===== src/core/conv_pkg.sv =====
/*
  Shared constants for the successive-approximation converter control block:
  register indexes, field positions, reset values, divider and timing counts.
  Assumes a 10 MHz pclk and a 32-bit APB register bus.
*/
// Overview of operation
// RL1 - Input above upper reference gives result all ones, high FFh, low 03h, no overflow.
// RL2 - Input below lower reference gives an all-zero result in both result registers.
// RL3 - Setting converter_on starts repeated conversions of the selected input without help.
// RL4 - Clearing converter_on powers the converter down and stops any conversion.
// RL5 - Each finished conversion loads the result registers and sets the done flag.
// RL6 - Reading the high result or writing the control register clears the done flag.
// RL7 - Results are not latched; software reads both before the next conversion ends.
// RL8 - Changing input_select aborts the conversion, clears done and restarts at once.
// RL9 - Clock-rate bit selects converter clock: 0 gives pclk over 4, 1 over 2.
// RL10 - The 4-bit input_select field picks inputs 0 to 15 as a binary number.
// RL11 - Software always writes zero to the reserved control bit.
// RL12 - High result register shows result bits nine down to two.
// RL13 - Low result register shows bits one and zero; upper six bits read zero.
// RL14 - Full result: poll done, read low, then high; the high read clears done.
// RL15 - Eight-bit result: poll done, read only high; that read clears done.
// RL16 - Halt disables the converter; a stabilisation wait follows wakeup before converting.
// RL17 - Wait mode leaves converter operation and register behaviour unchanged.
// RL18 - After reset the control register is all zero: off, divide by four, input 0.
// RL19 - Sequencer samples for a fixed interval then resolves one bit per converter clock.
// RL20 - No interrupt is raised; software polls the done flag.
package conv_pkg;

  // Register indexes; byte address is four times the index
  localparam logic [9:0] IDX_CTRL = 10'h070;
  localparam logic [9:0] IDX_HIGH = 10'h071;
  localparam logic [9:0] IDX_LOW = 10'h072;

  // Control/status field positions
  localparam int DONE_BIT = 7;
  localparam int SPEED_BIT = 6;
  localparam int ON_BIT = 5;
  localparam int SEL_MSB = 3;
  localparam int SEL_W = 4;
  localparam int RES_W = 10;

  // Reset values
  localparam logic [7:0] CTRL_RESET = 8'h00;
  localparam logic [RES_W-1:0] RESULT_RESET = 10'h000;

  // Converter clock: last count of the pclk divider
  localparam logic [1:0] DIV4_LAST = 2'h3;
  localparam logic [1:0] DIV2_LAST = 2'h1;

  // Sampling interval in converter clocks, and first trial code
  localparam logic [1:0] SAMPLE_LAST = 2'h2;
  localparam logic [RES_W-1:0] TRIAL_MSB = 10'h200;
  localparam logic [3:0] BIT_TOP = 4'h9;

  // Stabilisation after leaving halt, least time rounded up
  localparam int CLK_PERIOD_NS = 100;
  localparam int T_STAB_NS = 30000;
  localparam int STAB_CYCLES = (T_STAB_NS + CLK_PERIOD_NS - 1) / CLK_PERIOD_NS;
  localparam logic [8:0] STAB_LOAD = 9'(STAB_CYCLES);

  typedef enum logic [1:0] {
    SEQ_IDLE = 2'b00,
    SEQ_SAMPLE = 2'b01,
    SEQ_CONVERT = 2'b10
  } seq_state_t;

  // APB word index of a byte address
  function automatic logic [9:0] word_index(input logic [11:0] addr);
    word_index = addr[11:2];
  endfunction

endpackage


===== src/core/sar_sequencer.sv =====
/*
  Successive-approximation sequencer: sampling interval, then one result bit
  per converter clock tick, most significant first, repeated while run is high.
  Assumes comp_above is produced on pclk by the analog macro, so it needs no
  synchroniser, and reflects dac_code within one pclk cycle.
*/
`timescale 1ns/1ps
module sar_sequencer
  import conv_pkg::*;
(
  input wire logic pclk,
  input wire logic presetn,
  input wire logic tick,
  input wire logic run,
  input wire logic restart,
  input wire logic comp_above,
  output logic sample_hold,
  output logic [RES_W-1:0] dac_code,
  output logic conv_done,
  output logic [RES_W-1:0] result
);

  seq_state_t state_q;
  logic [1:0] samp_cnt_q;
  logic [3:0] bit_q;
  logic [RES_W-1:0] kept;

  // Trial bit survives only if the input is at or above the trial level
  always_comb begin
    kept = dac_code;
    if (!comp_above) begin
      kept[bit_q] = 1'b0;
    end
  end

  // Sequencer; a stopped converter drops its state and trial code but keeps the result, so power-up starts clean
  always_ff @(posedge pclk or negedge presetn) begin
    if (!presetn) begin
      state_q <= SEQ_IDLE;
      samp_cnt_q <= 2'h0;
      bit_q <= BIT_TOP;
      dac_code <= RESULT_RESET;
      conv_done <= 1'b0;
      result <= RESULT_RESET;
    end else begin
      conv_done <= 1'b0;
      if (!run) begin // [RL4]
        state_q <= SEQ_IDLE;
        samp_cnt_q <= 2'h0;
        dac_code <= RESULT_RESET;
      end else if (restart) begin // [RL8]
        state_q <= SEQ_SAMPLE;
        samp_cnt_q <= 2'h0;
        dac_code <= RESULT_RESET;
      end else if (tick) begin
        case (state_q)
          SEQ_IDLE: begin
            state_q <= SEQ_SAMPLE;
            samp_cnt_q <= 2'h0;
          end
          SEQ_SAMPLE: begin // [RL19]
            if (samp_cnt_q == SAMPLE_LAST) begin
              state_q <= SEQ_CONVERT;
              bit_q <= BIT_TOP;
              dac_code <= TRIAL_MSB;
            end else begin
              samp_cnt_q <= samp_cnt_q + 2'h1;
            end
          end
          SEQ_CONVERT: begin // [RL19] [RL1] [RL2]
            if (bit_q == 4'h0) begin
              result <= kept;
              conv_done <= 1'b1;
              state_q <= SEQ_SAMPLE; // [RL3]
              samp_cnt_q <= 2'h0;
              dac_code <= RESULT_RESET;
            end else begin
              dac_code <= kept | (TRIAL_MSB >> (BIT_TOP - bit_q + 4'h1));
              bit_q <= bit_q - 4'h1;
            end
          end
          default: begin
            state_q <= SEQ_IDLE;
          end
        endcase
      end
    end
  end

  assign sample_hold = (state_q == SEQ_SAMPLE);

endmodule


===== src/core/sar_adc_control.sv =====
/*
  Control and result logic of the 10-bit converter: APB register slave,
  converter clock divider, halt stabilisation wait, done flag and result hold.
  Assumes an analog macro outside that drives comp_above on pclk, and a power
  manager that drives halt_mode synchronously to pclk.
*/
`timescale 1ns/1ps
module sar_adc_control
  import conv_pkg::*;
(
  input wire logic pclk,
  input wire logic presetn,
  input wire logic psel,
  input wire logic penable,
  input wire logic pwrite,
  input wire logic [11:0] paddr,
  input wire logic [31:0] pwdata,
  output logic [31:0] prdata,
  output logic pready,
  output logic pslverr,
  input wire logic halt_mode,
  input wire logic comp_above,
  output logic converter_power,
  output logic [SEL_W-1:0] input_select,
  output logic sample_hold,
  output logic [RES_W-1:0] dac_code
);

  logic on_q;
  logic speed_q;
  logic [SEL_W-1:0] sel_q;
  logic done_q;
  logic [RES_W-1:0] res_q;
  logic [7:0] rdata_q;
  logic [1:0] div_cnt_q;
  logic [8:0] stab_cnt_q;
  logic setup;
  logic access;
  logic hit_ctrl;
  logic hit_high;
  logic hit_low;
  logic mapped;
  logic wr_ctrl;
  logic rd_high;
  logic chan_change;
  logic running;
  logic tick;
  logic conv_done;
  logic [RES_W-1:0] seq_result;
  logic [7:0] rd_mux;

  // Address decode; each register is one aligned word
  always_comb begin
    hit_ctrl = 1'b0;
    hit_high = 1'b0;
    hit_low = 1'b0;
    if (word_index(paddr) == IDX_CTRL) begin
      hit_ctrl = 1'b1;
    end else if (word_index(paddr) == IDX_HIGH) begin
      hit_high = 1'b1;
    end else if (word_index(paddr) == IDX_LOW) begin
      hit_low = 1'b1;
    end
  end

  assign mapped = hit_ctrl | hit_high | hit_low;
  assign setup = psel & ~penable;
  assign access = psel & penable;
  assign wr_ctrl = access & pwrite & hit_ctrl;
  assign rd_high = access & ~pwrite & hit_high;
  assign chan_change = wr_ctrl & (pwdata[SEL_MSB:0] != sel_q);

  // Zero-wait slave; unmapped addresses answer with an error
  assign pready = 1'b1;
  assign pslverr = access & ~mapped;
  assign prdata = {24'h000000, rdata_q};

  // Read mux; reserved and unused bits read zero
  always_comb begin
    rd_mux = 8'h00;
    if (hit_ctrl) begin
      rd_mux[DONE_BIT] = done_q;
      rd_mux[SPEED_BIT] = speed_q;
      rd_mux[ON_BIT] = on_q;
      rd_mux[SEL_MSB:0] = sel_q;
    end else if (hit_high) begin
      rd_mux = res_q[RES_W-1:2]; // [RL12]
    end else if (hit_low) begin
      rd_mux = {6'h00, res_q[1:0]}; // [RL13]
    end
  end

  // Read data is captured in the setup phase so prdata comes from a flop
  always_ff @(posedge pclk or negedge presetn) begin
    if (!presetn) begin
      rdata_q <= 8'h00;
    end else if (setup & ~pwrite) begin
      rdata_q <= rd_mux;
    end
  end

  // Control fields; the reserved bit is not stored, so it always reads zero
  always_ff @(posedge pclk or negedge presetn) begin
    if (!presetn) begin // [RL18]
      on_q <= CTRL_RESET[ON_BIT];
      speed_q <= CTRL_RESET[SPEED_BIT];
      sel_q <= CTRL_RESET[SEL_MSB:0];
    end else if (wr_ctrl) begin
      on_q <= pwdata[ON_BIT]; // [RL3] [RL4]
      speed_q <= pwdata[SPEED_BIT]; // [RL9]
      sel_q <= pwdata[SEL_MSB:0]; // [RL10]
    end
  end

  // Done flag: a finishing conversion wins over a clear in the same cycle
  always_ff @(posedge pclk or negedge presetn) begin
    if (!presetn) begin
      done_q <= CTRL_RESET[DONE_BIT];
    end else if (conv_done) begin // [RL5]
      done_q <= 1'b1;
    end else if (wr_ctrl | rd_high) begin // [RL6] [RL8]
      done_q <= 1'b0;
    end
  end

  // Result is overwritten by every conversion, no shadow copy
  always_ff @(posedge pclk or negedge presetn) begin
    if (!presetn) begin
      res_q <= RESULT_RESET;
    end else if (conv_done) begin // [RL5] [RL7]
      res_q <= seq_result;
    end
  end

  // Halt powers down; the wait restarts on every halt so short halts are covered
  always_ff @(posedge pclk or negedge presetn) begin
    if (!presetn) begin
      stab_cnt_q <= 9'h000;
    end else if (halt_mode) begin // [RL16]
      stab_cnt_q <= STAB_LOAD;
    end else if (stab_cnt_q != 9'h000) begin
      stab_cnt_q <= stab_cnt_q - 9'h001;
    end
  end

  // Wait mode has no input here on purpose: the converter cannot tell it apart [RL17]
  assign converter_power = on_q & ~halt_mode; // [RL4] [RL16]
  assign running = converter_power & (stab_cnt_q == 9'h000);
  assign input_select = sel_q;

  // Converter clock as a tick; divider held at zero while stopped
  always_ff @(posedge pclk or negedge presetn) begin
    if (!presetn) begin
      div_cnt_q <= 2'h0;
    end else if (!running | tick) begin
      div_cnt_q <= 2'h0;
    end else begin
      div_cnt_q <= div_cnt_q + 2'h1;
    end
  end

  assign tick = running & (div_cnt_q == (speed_q ? DIV2_LAST : DIV4_LAST)); // [RL9]

  // Completion is only visible through the done flag; no interrupt output [RL20]
  sar_sequencer u_seq (
    .pclk(pclk),
    .presetn(presetn),
    .tick(tick),
    .run(running),
    .restart(chan_change),
    .comp_above(comp_above),
    .sample_hold(sample_hold),
    .dac_code(dac_code),
    .conv_done(conv_done),
    .result(seq_result)
  );
endmodule


===== config.mk =====
export PLATFORM = sky130hd
export DESIGN_NAME = sar_adc_control
export DESIGN_NICKNAME = d
export VERILOG_FILES = /design/src/core/conv_pkg.sv /design/src/core/sar_sequencer.sv /design/src/core/sar_adc_control.sv
export SDC_FILE = /design/constraint.sdc
export NUM_CORES = 1
export LEC_CHECK = 0
export BUFFER_PORTS_ARGS = -buffer_cell sky130_fd_sc_hd__buf_2
export CELL_PAD_IN_SITES_DETAIL_PLACEMENT = 1
export CELL_PAD_IN_SITES_GLOBAL_PLACEMENT = 1
export CORE_MARGIN = 2
export CORE_UTILIZATION = 40
export DETAILED_ROUTE_END_ITERATION = 6
export GPL_TIMING_DRIVEN = 0
export PLACE_DENSITY_LB_ADDON = 0.1
export SETUP_SLACK_MARGIN = 0.05
export SLEW_MARGIN = 15
export SYNTH_ARGS = -nofsm -noshare
export SYNTH_HDL_FRONTEND = slang
export SYNTH_SLANG_ARGS = --single-unit

===== constraint.sdc =====
create_clock -name pclk -period 2.86 [get_ports pclk]
set_clock_uncertainty 0.15 [all_clocks]
set_input_delay 0.286 -clock pclk [delete_from_list [all_inputs] [get_ports pclk]]
set_output_delay 0.286 -clock pclk [all_outputs]
set_load 0.01 [all_outputs]

==> summary.md, run 1 <==
| Metric | Value |
|---|---|
| Status | complete, no violations |
| Met2 WL post-DR | 4080 um |
| Later-pin clock latency in the skew report | 350 ps |
| Max H-tree Level | 3 |
| Worst slack at placement | 301 ps |
| Die footprint | 10,100 um^2 |
| Reg2Reg Setup Slack | 310 ps |
| Die height | 100 um |
| Wl on met1 | 4030 um |
| Global-route wire length before repair | 14,300 um |
| Launch point of the worst reg-to-reg path | u_seq.bit_q[0] |
| CTS Buffer Depth | 2 |
| Total core area | 9110 um^2 |
| Fin crit share | 89.3% |
| Post-CTS Setup Repair Bufs | 0 |
| P&R area growth vs syn | 19.1% |
| Pwr Density | 442 nW/um^2 |
| GR Util All Layers | 18.3% |
| Hold Startpoint | pwdata[6] |
| Crit Path Category | flop to flop |
| # setup viols final | 0 |
| Fin crit period | 2550 ps |
| Commonest non-fill, non-tap cells in the layout | dfrtp_1, buf_2, buf_4 |
| Leading cell type in the layout, fill and taps excluded | dfrtp_1 |
| Slew Viols, Final | 0 |
| CP arrival | 2670 ps |
| Layout cells sized above 1 | 28.5% |
| Share of the yosys chip area belonging to registers | 43.9% |
| Post-DP HPWL | 6570 um |
| Port bufs | 46 |
| Wire length per cell | 15.4 um |
| Vias per cell | 5.06 |
| Synth Instances | 359 |
| Final hold viol count | 0 |
| Uppermost routed layer | met4 |
| RSZ-0062 raised after global routing | no |
| Instance count on the critical path | 6 |
| FF-to-FF End | u_seq.dac_code[2] |
| Worst endpoint required time | 2970 ps |
| Worst-path cell chain | inv_1 > ha_1 > a21boi_0 > nand4_1 > or2_2 > a21oi_1 |
| Clock sinks | 65 |
| Leak | 2.08 nW |
| CP max FO | 11 |
| CTS resizes | 0 |
| Vias in the first global route | 2,857 |
| ANT cells | 0 |
| Post-Route Utilization | 48.5% |
| Pwr Total | 1.95 mW |
| Mean Syn Cell Area | 10.3 um^2 |
| Worst setup margin | 307 ps |
| Slew of the pin with the lowest slew margin | 622 ps |
| Worst Hold End | speed_q |
| Hold path cells | 2 |
| CP max stage cell | dfstp_2 |
| Post-DRT Antenna Nets | 0 |
| Worst rel slew slack | 58.2% |
| Fin Setup TNS | 0 ps |
| Worst path buffer plus inverter count | 1 |
| Yosys warning count | 0 |
| Number of synthesized register bits | 65 |
| Cts bufs inserted | 9 |
| Initial DRC Count | 54 |
| Maxcap violations | 0 |
| Startpoint types | flop |
| Overflow after GRT | 0 |
| Final WL | 8600 um |
| DRC | 0 |
| IO Pins | 101 |
| Netlist cell types | 53 |
| # nets final | 506 |
| CTS clk-pin slew, worst paths | 80 ps |
| Largest stage delay, worst path | 650 ps |
| Top-area cell type share of the netlist area | 42.5% |
| Initial antenna violation count | 0 |
| First-pass DRT Iterations | 4 |
| Worst Hold Class | input port to flop |
| Worst IR Drop VDD | 0.267 mV |
| Area contributors post-synth | dfrtp_1, buf_4, mux2_2, ha_1, mux2i_1 |
| Root buffer cell | clkbuf_8 |
| Dominant cell type by area after synthesis | dfrtp_1 |
| Pin count of the biggest net entering global routing | 36 |
| CTS Hold Bufs | 1 |
| Max Fclk | 0.392 GHz |
| CP top delay family | flip-flops |
| Mapped Area | 3710 um^2 |
| Row count | 35 |
| Chip Width | 100 um |
| Metal3 WL | 349 um |
| Initial Util | 40.7% |
| Via count | 2,818 |
| GP Congestion | 0.888 |
| Worst Setup End Kind | flop |
| CTS tree | yes |
| Worst r2r path cells | 6 |
registers in the layout (all words and copies together), names as in the netlist:
signal	flops
u_seq.state_q	2
speed_q	1
done_q	1
u_seq.conv_done	1
res_q	10
div_cnt_q	2
stab_cnt_q	9
u_seq.dac_code	10
on_q	1
u_seq.result	10
u_seq.bit_q	4
input_select	4
rdata_q	8
u_seq.samp_cnt_q	2
cell usage after synthesis (all sizes together):
library cell	number
o31a	1
a211oi	3
xor2	2
ha	14
a21boi	7
dfstp	2
nand2	18
and4	2
mux2i	13
buf	30
clkbuf	9
nor4	3
nand4b	1
a21o	3
and4b	1
a2111o	1
or2	3
nor3b	1
nor4bb	3
o21a	1
or3b	1
o21ai	22
nor2	22
xnor2	12
and2	2
nand2b	13
a21oi	25
mux2	23
nand4	3
o22ai	2
conb	2
o41ai	1
or3	2
nor4b	2
nand3	8
o31ai	5
a2111oi	1
nand3b	1
nor3	5
inv	14
a41o	1
dfrtp	63
a31oi	5
nor2b	6
cell families (layout without fill, tap and decap cells):
group | count (synthesis) | count (layout) | synth area share [%]
flops | 65 | 65 | 43.9
compound gates | 78 | 78 | 13.0
fa+ha+maj | 14 | 14 | 4.72
simple gates | 97 | 97 | 15.5
other cells | 2 | 25 | 0.202
mux | 36 | 36 | 11.1
xor+xnor | 14 | 14 | 3.31
buf+inv | 53 | 117 | 8.26
per-layer routing:
layer	vias up	track usage, %
li1	1376	-
met1	1374	24.1
met2	59	30.0
met3	9	3.62
met4	0	6.64
met5	-	0
area by class of cell:
cell class	instances	area (um^2)
fillers	1068	4690
multi-input cells	264	1860
flip-flops and latches	65	1630
repair buffers	48	263
plain buffers	39	254
clock buffers	11	141
well taps	111	139
clock inverters	5	78.8
inverters	14	52.6
report_power, final:
group          internal [mW]  leakage, nW  switching [mW]  total [mW]
registers              0.926        0.854         0.00988       0.936
logic                 0.0587         1.11          0.0720       0.131
clock network          0.514        0.113           0.372       0.886
worst max-delay path by stage:
stage                startpoint                end  slack, ps
6_report         u_seq.bit_q[0]  u_seq.dac_code[2]        310
3_3_place_gp     u_seq.bit_q[0]  u_seq.dac_code[2]        320
5_1_grt        u_seq.state_q[0]  u_seq.dac_code[3]        100
2_1_floorplan     stab_cnt_q[0]    u_seq.result[1]        690
4_1_cts          u_seq.bit_q[0]  u_seq.dac_code[2]        280
3_5_place_dp     u_seq.bit_q[0]  u_seq.dac_code[2]        300
stage by stage:
stage | std cells | instance area [um^2] | hold WS, ps
final | 557 | 4420 | 16.8
after global routing | 557 | 4420 | 14.0
after CTS | 557 | 4420 | 7.06
after detailed placement | 540 | 4190 | 110
after global placement | 539 | 4170 | 316
after floorplan | 382 | 3800 | -160
(Power assumes the default switching activity.)
==> run 2, diff against run 1 <==
Settings changed: CELL_PAD_IN_SITES_DETAIL_PLACEMENT 1 to default, CELL_PAD_IN_SITES_GLOBAL_PLACEMENT 1 to default, CORE_UTILIZATION 40 to 53, GPL_TIMING_DRIVEN 0 to default, PLACE_DENSITY from default to 0.8, PLACE_DENSITY_LB_ADDON 0.1 to default, SYNTH_HIERARCHICAL from default to 1.
==> summary.md, run 2 <==
| Metric | Value |
|---|---|
| Wire length per cell | 14.7 um |
| Final hold viol count | 0 |
| Pint | 1.43 mW |
| Overflow after GRT | 0 |
| CTS tree | yes |
| Worst setup path start | stab_cnt_q[0] |
| GR Util All Layers | 20.5% |
| CP arrival | 2590 ps |
| Synth cell count leaders | dfrtp_1, nand2_1, buf_4, o21ai_0 |
| CP max stage cell | dfrtp_1 |
| CP max FO | 8 |
| Mapped Area | 3740 um^2 |
| Yosys warning count | 6 |
| Worst r2r path cells | 11 |
| Synth Instances | 366 |
| Pin count of the biggest net entering global routing | 66 |
| Share of the yosys chip area belonging to registers | 43.6% |
| Status | complete, no violations |
| Post-Route Utilization | 62.9% |
| Maxcap violations | 0 |
| Chip Width | 88.0 um |
| Max H-tree Level | 3 |
| Via count | 2,822 |
| Layout Cells excl Fill | 523 |
| Slew of the pin with the lowest slew margin | 829 ps |
| ANT cells | 0 |
| Fin crit period | 2540 ps |
| Worst Setup End Kind | flop |
| Fin crit share | 88.8% |
| CP top delay family | simple AND/OR/NAND/NOR gates |
| Crit Path Category | flop to flop |
| Leak | 2.04 nW |
| Setup crit end | u_seq/samp_cnt_q[0] |
| # nets final | 487 |
| DRC | 0 |
| CTS Buffer Depth | 2 |
| Placed cells | 506 |
| Worst path buffer plus inverter count | 3 |
| Max Fclk | 0.394 GHz |
| Launch point of the worst reg-to-reg path | stab_cnt_q[0] |
| Biggest regs | res_q (10), u_seq/dac_code (10), u_seq/result (10) |
| Post-DRT Antenna Nets | 0 |
| Area contributors post-synth | dfrtp_1, buf_4, ha_1, mux2i_1, mux2_2 |
| Startpoint types | flop |
| Clock sinks | 65 |
| Post-DP HPWL | 5420 um |
| Later-pin clock latency in the skew report | 340 ps |
| Vias per cell | 5.40 |
| Root buffer cell | clkbuf_8 |
| IO Pins | 101 |
| Switching share of power | 23.1% |
| GP Congestion | 0.900 |
| Worst-path cell chain | inv_1 > ha_1 > nor4b_2 > and2_1 > nand2_1 > inv_1 > and3_1 > buf_4 > a21bo_1 > o211ai_1 > o41ai_2 |
| Initial DRC Count | 123 |
| Initial Util | 55.0% |
| Die height | 88.0 um |
| FF-to-FF End | u_seq/samp_cnt_q[0] |
| Largest stage delay, worst path | 370 ps |
| Clock power frac | 44.5% |
| Top-area cell type share of the netlist area | 42.2% |
| First-pass DRT Iterations | 4 |
| Final WL | 7670 um |
| Global-route wire length before repair | 12,300 um |
| Sw Pwr | 0.429 mW |
| Layout cells sized above 1 | 26.0% |
| Die footprint | 7740 um^2 |
| Fin Setup TNS | 0 ps |
| Row count | 30 |
| Cts bufs inserted | 9 |
| Top-count cell post-synth | dfrtp_1 |
| Pwr Density | 436 nW/um^2 |
| Ys flop type | dfrtp_1 |
| CTS clk-pin slew, worst paths | 80 ps |
| Number of flops mapped to enable cells by yosys | 0 |
| Worst Hold Class | input port to flop |
| Most used cell, CP | inv_1 |
| Area after detailed placement | 4030 um^2 |
| Ys async rst share | 100% |
| Vias in the first global route | 2,646 |
| Instance count on the critical path | 11 |
| Netlist cell types | 59 |
| RSZ-0062 raised after global routing | no |
| # setup viols final | 0 |
| Worst endpoint required time | 2910 ps |
| P&R area growth vs syn | 14.3% |
| Mean Syn Cell Area | 10.2 um^2 |
| Worst IR Drop VDD | 0.200 mV |
| Port bufs | 47 |
| Design area | 4270 um^2 |
| Initial antenna violation count | 0 |
| Dominant cell type by area after synthesis | dfrtp_1 |
| Number of synthesized register bits | 65 |
| Logic gate share of total power | 5.3% |
| Worst setup margin | 321 ps |
| Reg2Reg Setup Slack | 320 ps |
| Worst slack at placement | 5.41 ps |
| Part of the power in registers | 50.2% |
| Worst rel slew slack | 44.8% |
| Fillcell total | 561 |
| Slew Viols, Final | 0 |
| Total core area | 6790 um^2 |
| Commonest non-fill, non-tap cells in the layout | dfrtp_1, buf_2, nand2_1 |
| Leading cell type in the layout, fill and taps excluded | dfrtp_1 |
-- run 2: cell count changes in the layout (fill, tap and decap cells not counted), sizes merged, moves of 8 or more --
cell,change
a21oi,-18
a22o,+9
buf,-17
clkbuf,-8
nand2,+11
o211ai,+8
-- run 2: layer usage --
layer | track usage [%] | vias up | share of wire, % | wire [um]
met5 | 0 | - | 0 | 0
met4 | 5.03 | 0 | 0.86 | 66
met3 | 4.62 | 6 | 5.2 | 402
met2 | 33.3 | 91 | 47 | 3630
met1 | 27.9 | 1367 | 46 | 3570
li1 | - | 1358 | - | -
-- run 2: layout make-up --
class / count / area [um^2] / area share, %
clock buffers: 12 / 165 / 3.87
clock inverters: 4 / 50.0 / 1.17
inverters: 20 / 75.1 / 1.76
multi-input cells: 265 / 1890 / 44.2
flip-flops and latches: 65 / 1630 / 38.1
well taps: 96 / 120 / 2.81
repair buffers: 61 / 343 / 8.03
-- run 2: cells by family (layout without fill, tap and decap cells) --
kind of cell | Yosys count | after routing | share of synthesized area [%]
AOI/OAI and AO/OA | 74 | 74 | 13.8
xor gates and xnor gates | 10 | 10 | 2.34
adders and majority gates | 14 | 14 | 4.69
buffers and inverters | 59 | 97 | 8.81
DFF | 65 | 65 | 43.6
muxes | 36 | 36 | 10.9
other | 2 | 25 | 0.201
and+or+nand+nor | 106 | 106 | 15.6
-- run 2: worst register-to-register path, delay by kind of cell (launching register included) --
kind | cells | cell delay, ps
AO/OA/AOI/OAI | 3 | 610
adder cells (fa/ha/maj) | 1 | 200
buffers and inverters | 3 | 360
flip-flops | 1 | 370
AND/OR/NAND/NOR | 4 | 730
-- run 2: what timing repair did --
| action | CTS | global route |
|---|---|---|
| setup endpoints to repair | 7 | 15 |
| hold buffers | 1 | 0 |
| gates resized for setup | 1 | 4 |
| setup buffers | 0 | 0 |
| hold endpoints to repair | 24 | 0 |
-- run 2: how the worst min path moves through the flow --
stage / startpoint / endpoint / slack (ps) / cells past startpoint
CTS: pwdata[6] / speed_q / 40 / 2
floorplan: presetn / div_cnt_q[0] / -160 / 0
finish: pwdata[6] / speed_q / 50 / 2
global route: pwdata[6] / speed_q / 40 / 2
global placement: rdata_q[3] / rdata_q[3] / 310 / 2
detailed placement: rdata_q[3] / rdata_q[3] / 320 / 2
-- run 2: power groups by stage --
stage	combinational (mW)	sequential [mW]	clock (mW)
floorplan	0.0757	0.950	0
global placement	0.0944	0.951	0
detailed placement	0.0973	0.951	0
CTS	0.0987	0.933	0.849
global route	0.112	0.934	0.890
finish	0.0981	0.934	0.829
-- run 2: through the flow --
| stage | hold slack (ps) | total power [mW] |
|---|---|---|
| floorplan | -160 | 1.03 |
| global placement | 308 | 1.05 |
| detailed placement | 316 | 1.05 |
| CTS | 40.5 | 1.88 |
| global route | 42.9 | 1.94 |
| finish | 52.7 | 1.86 |
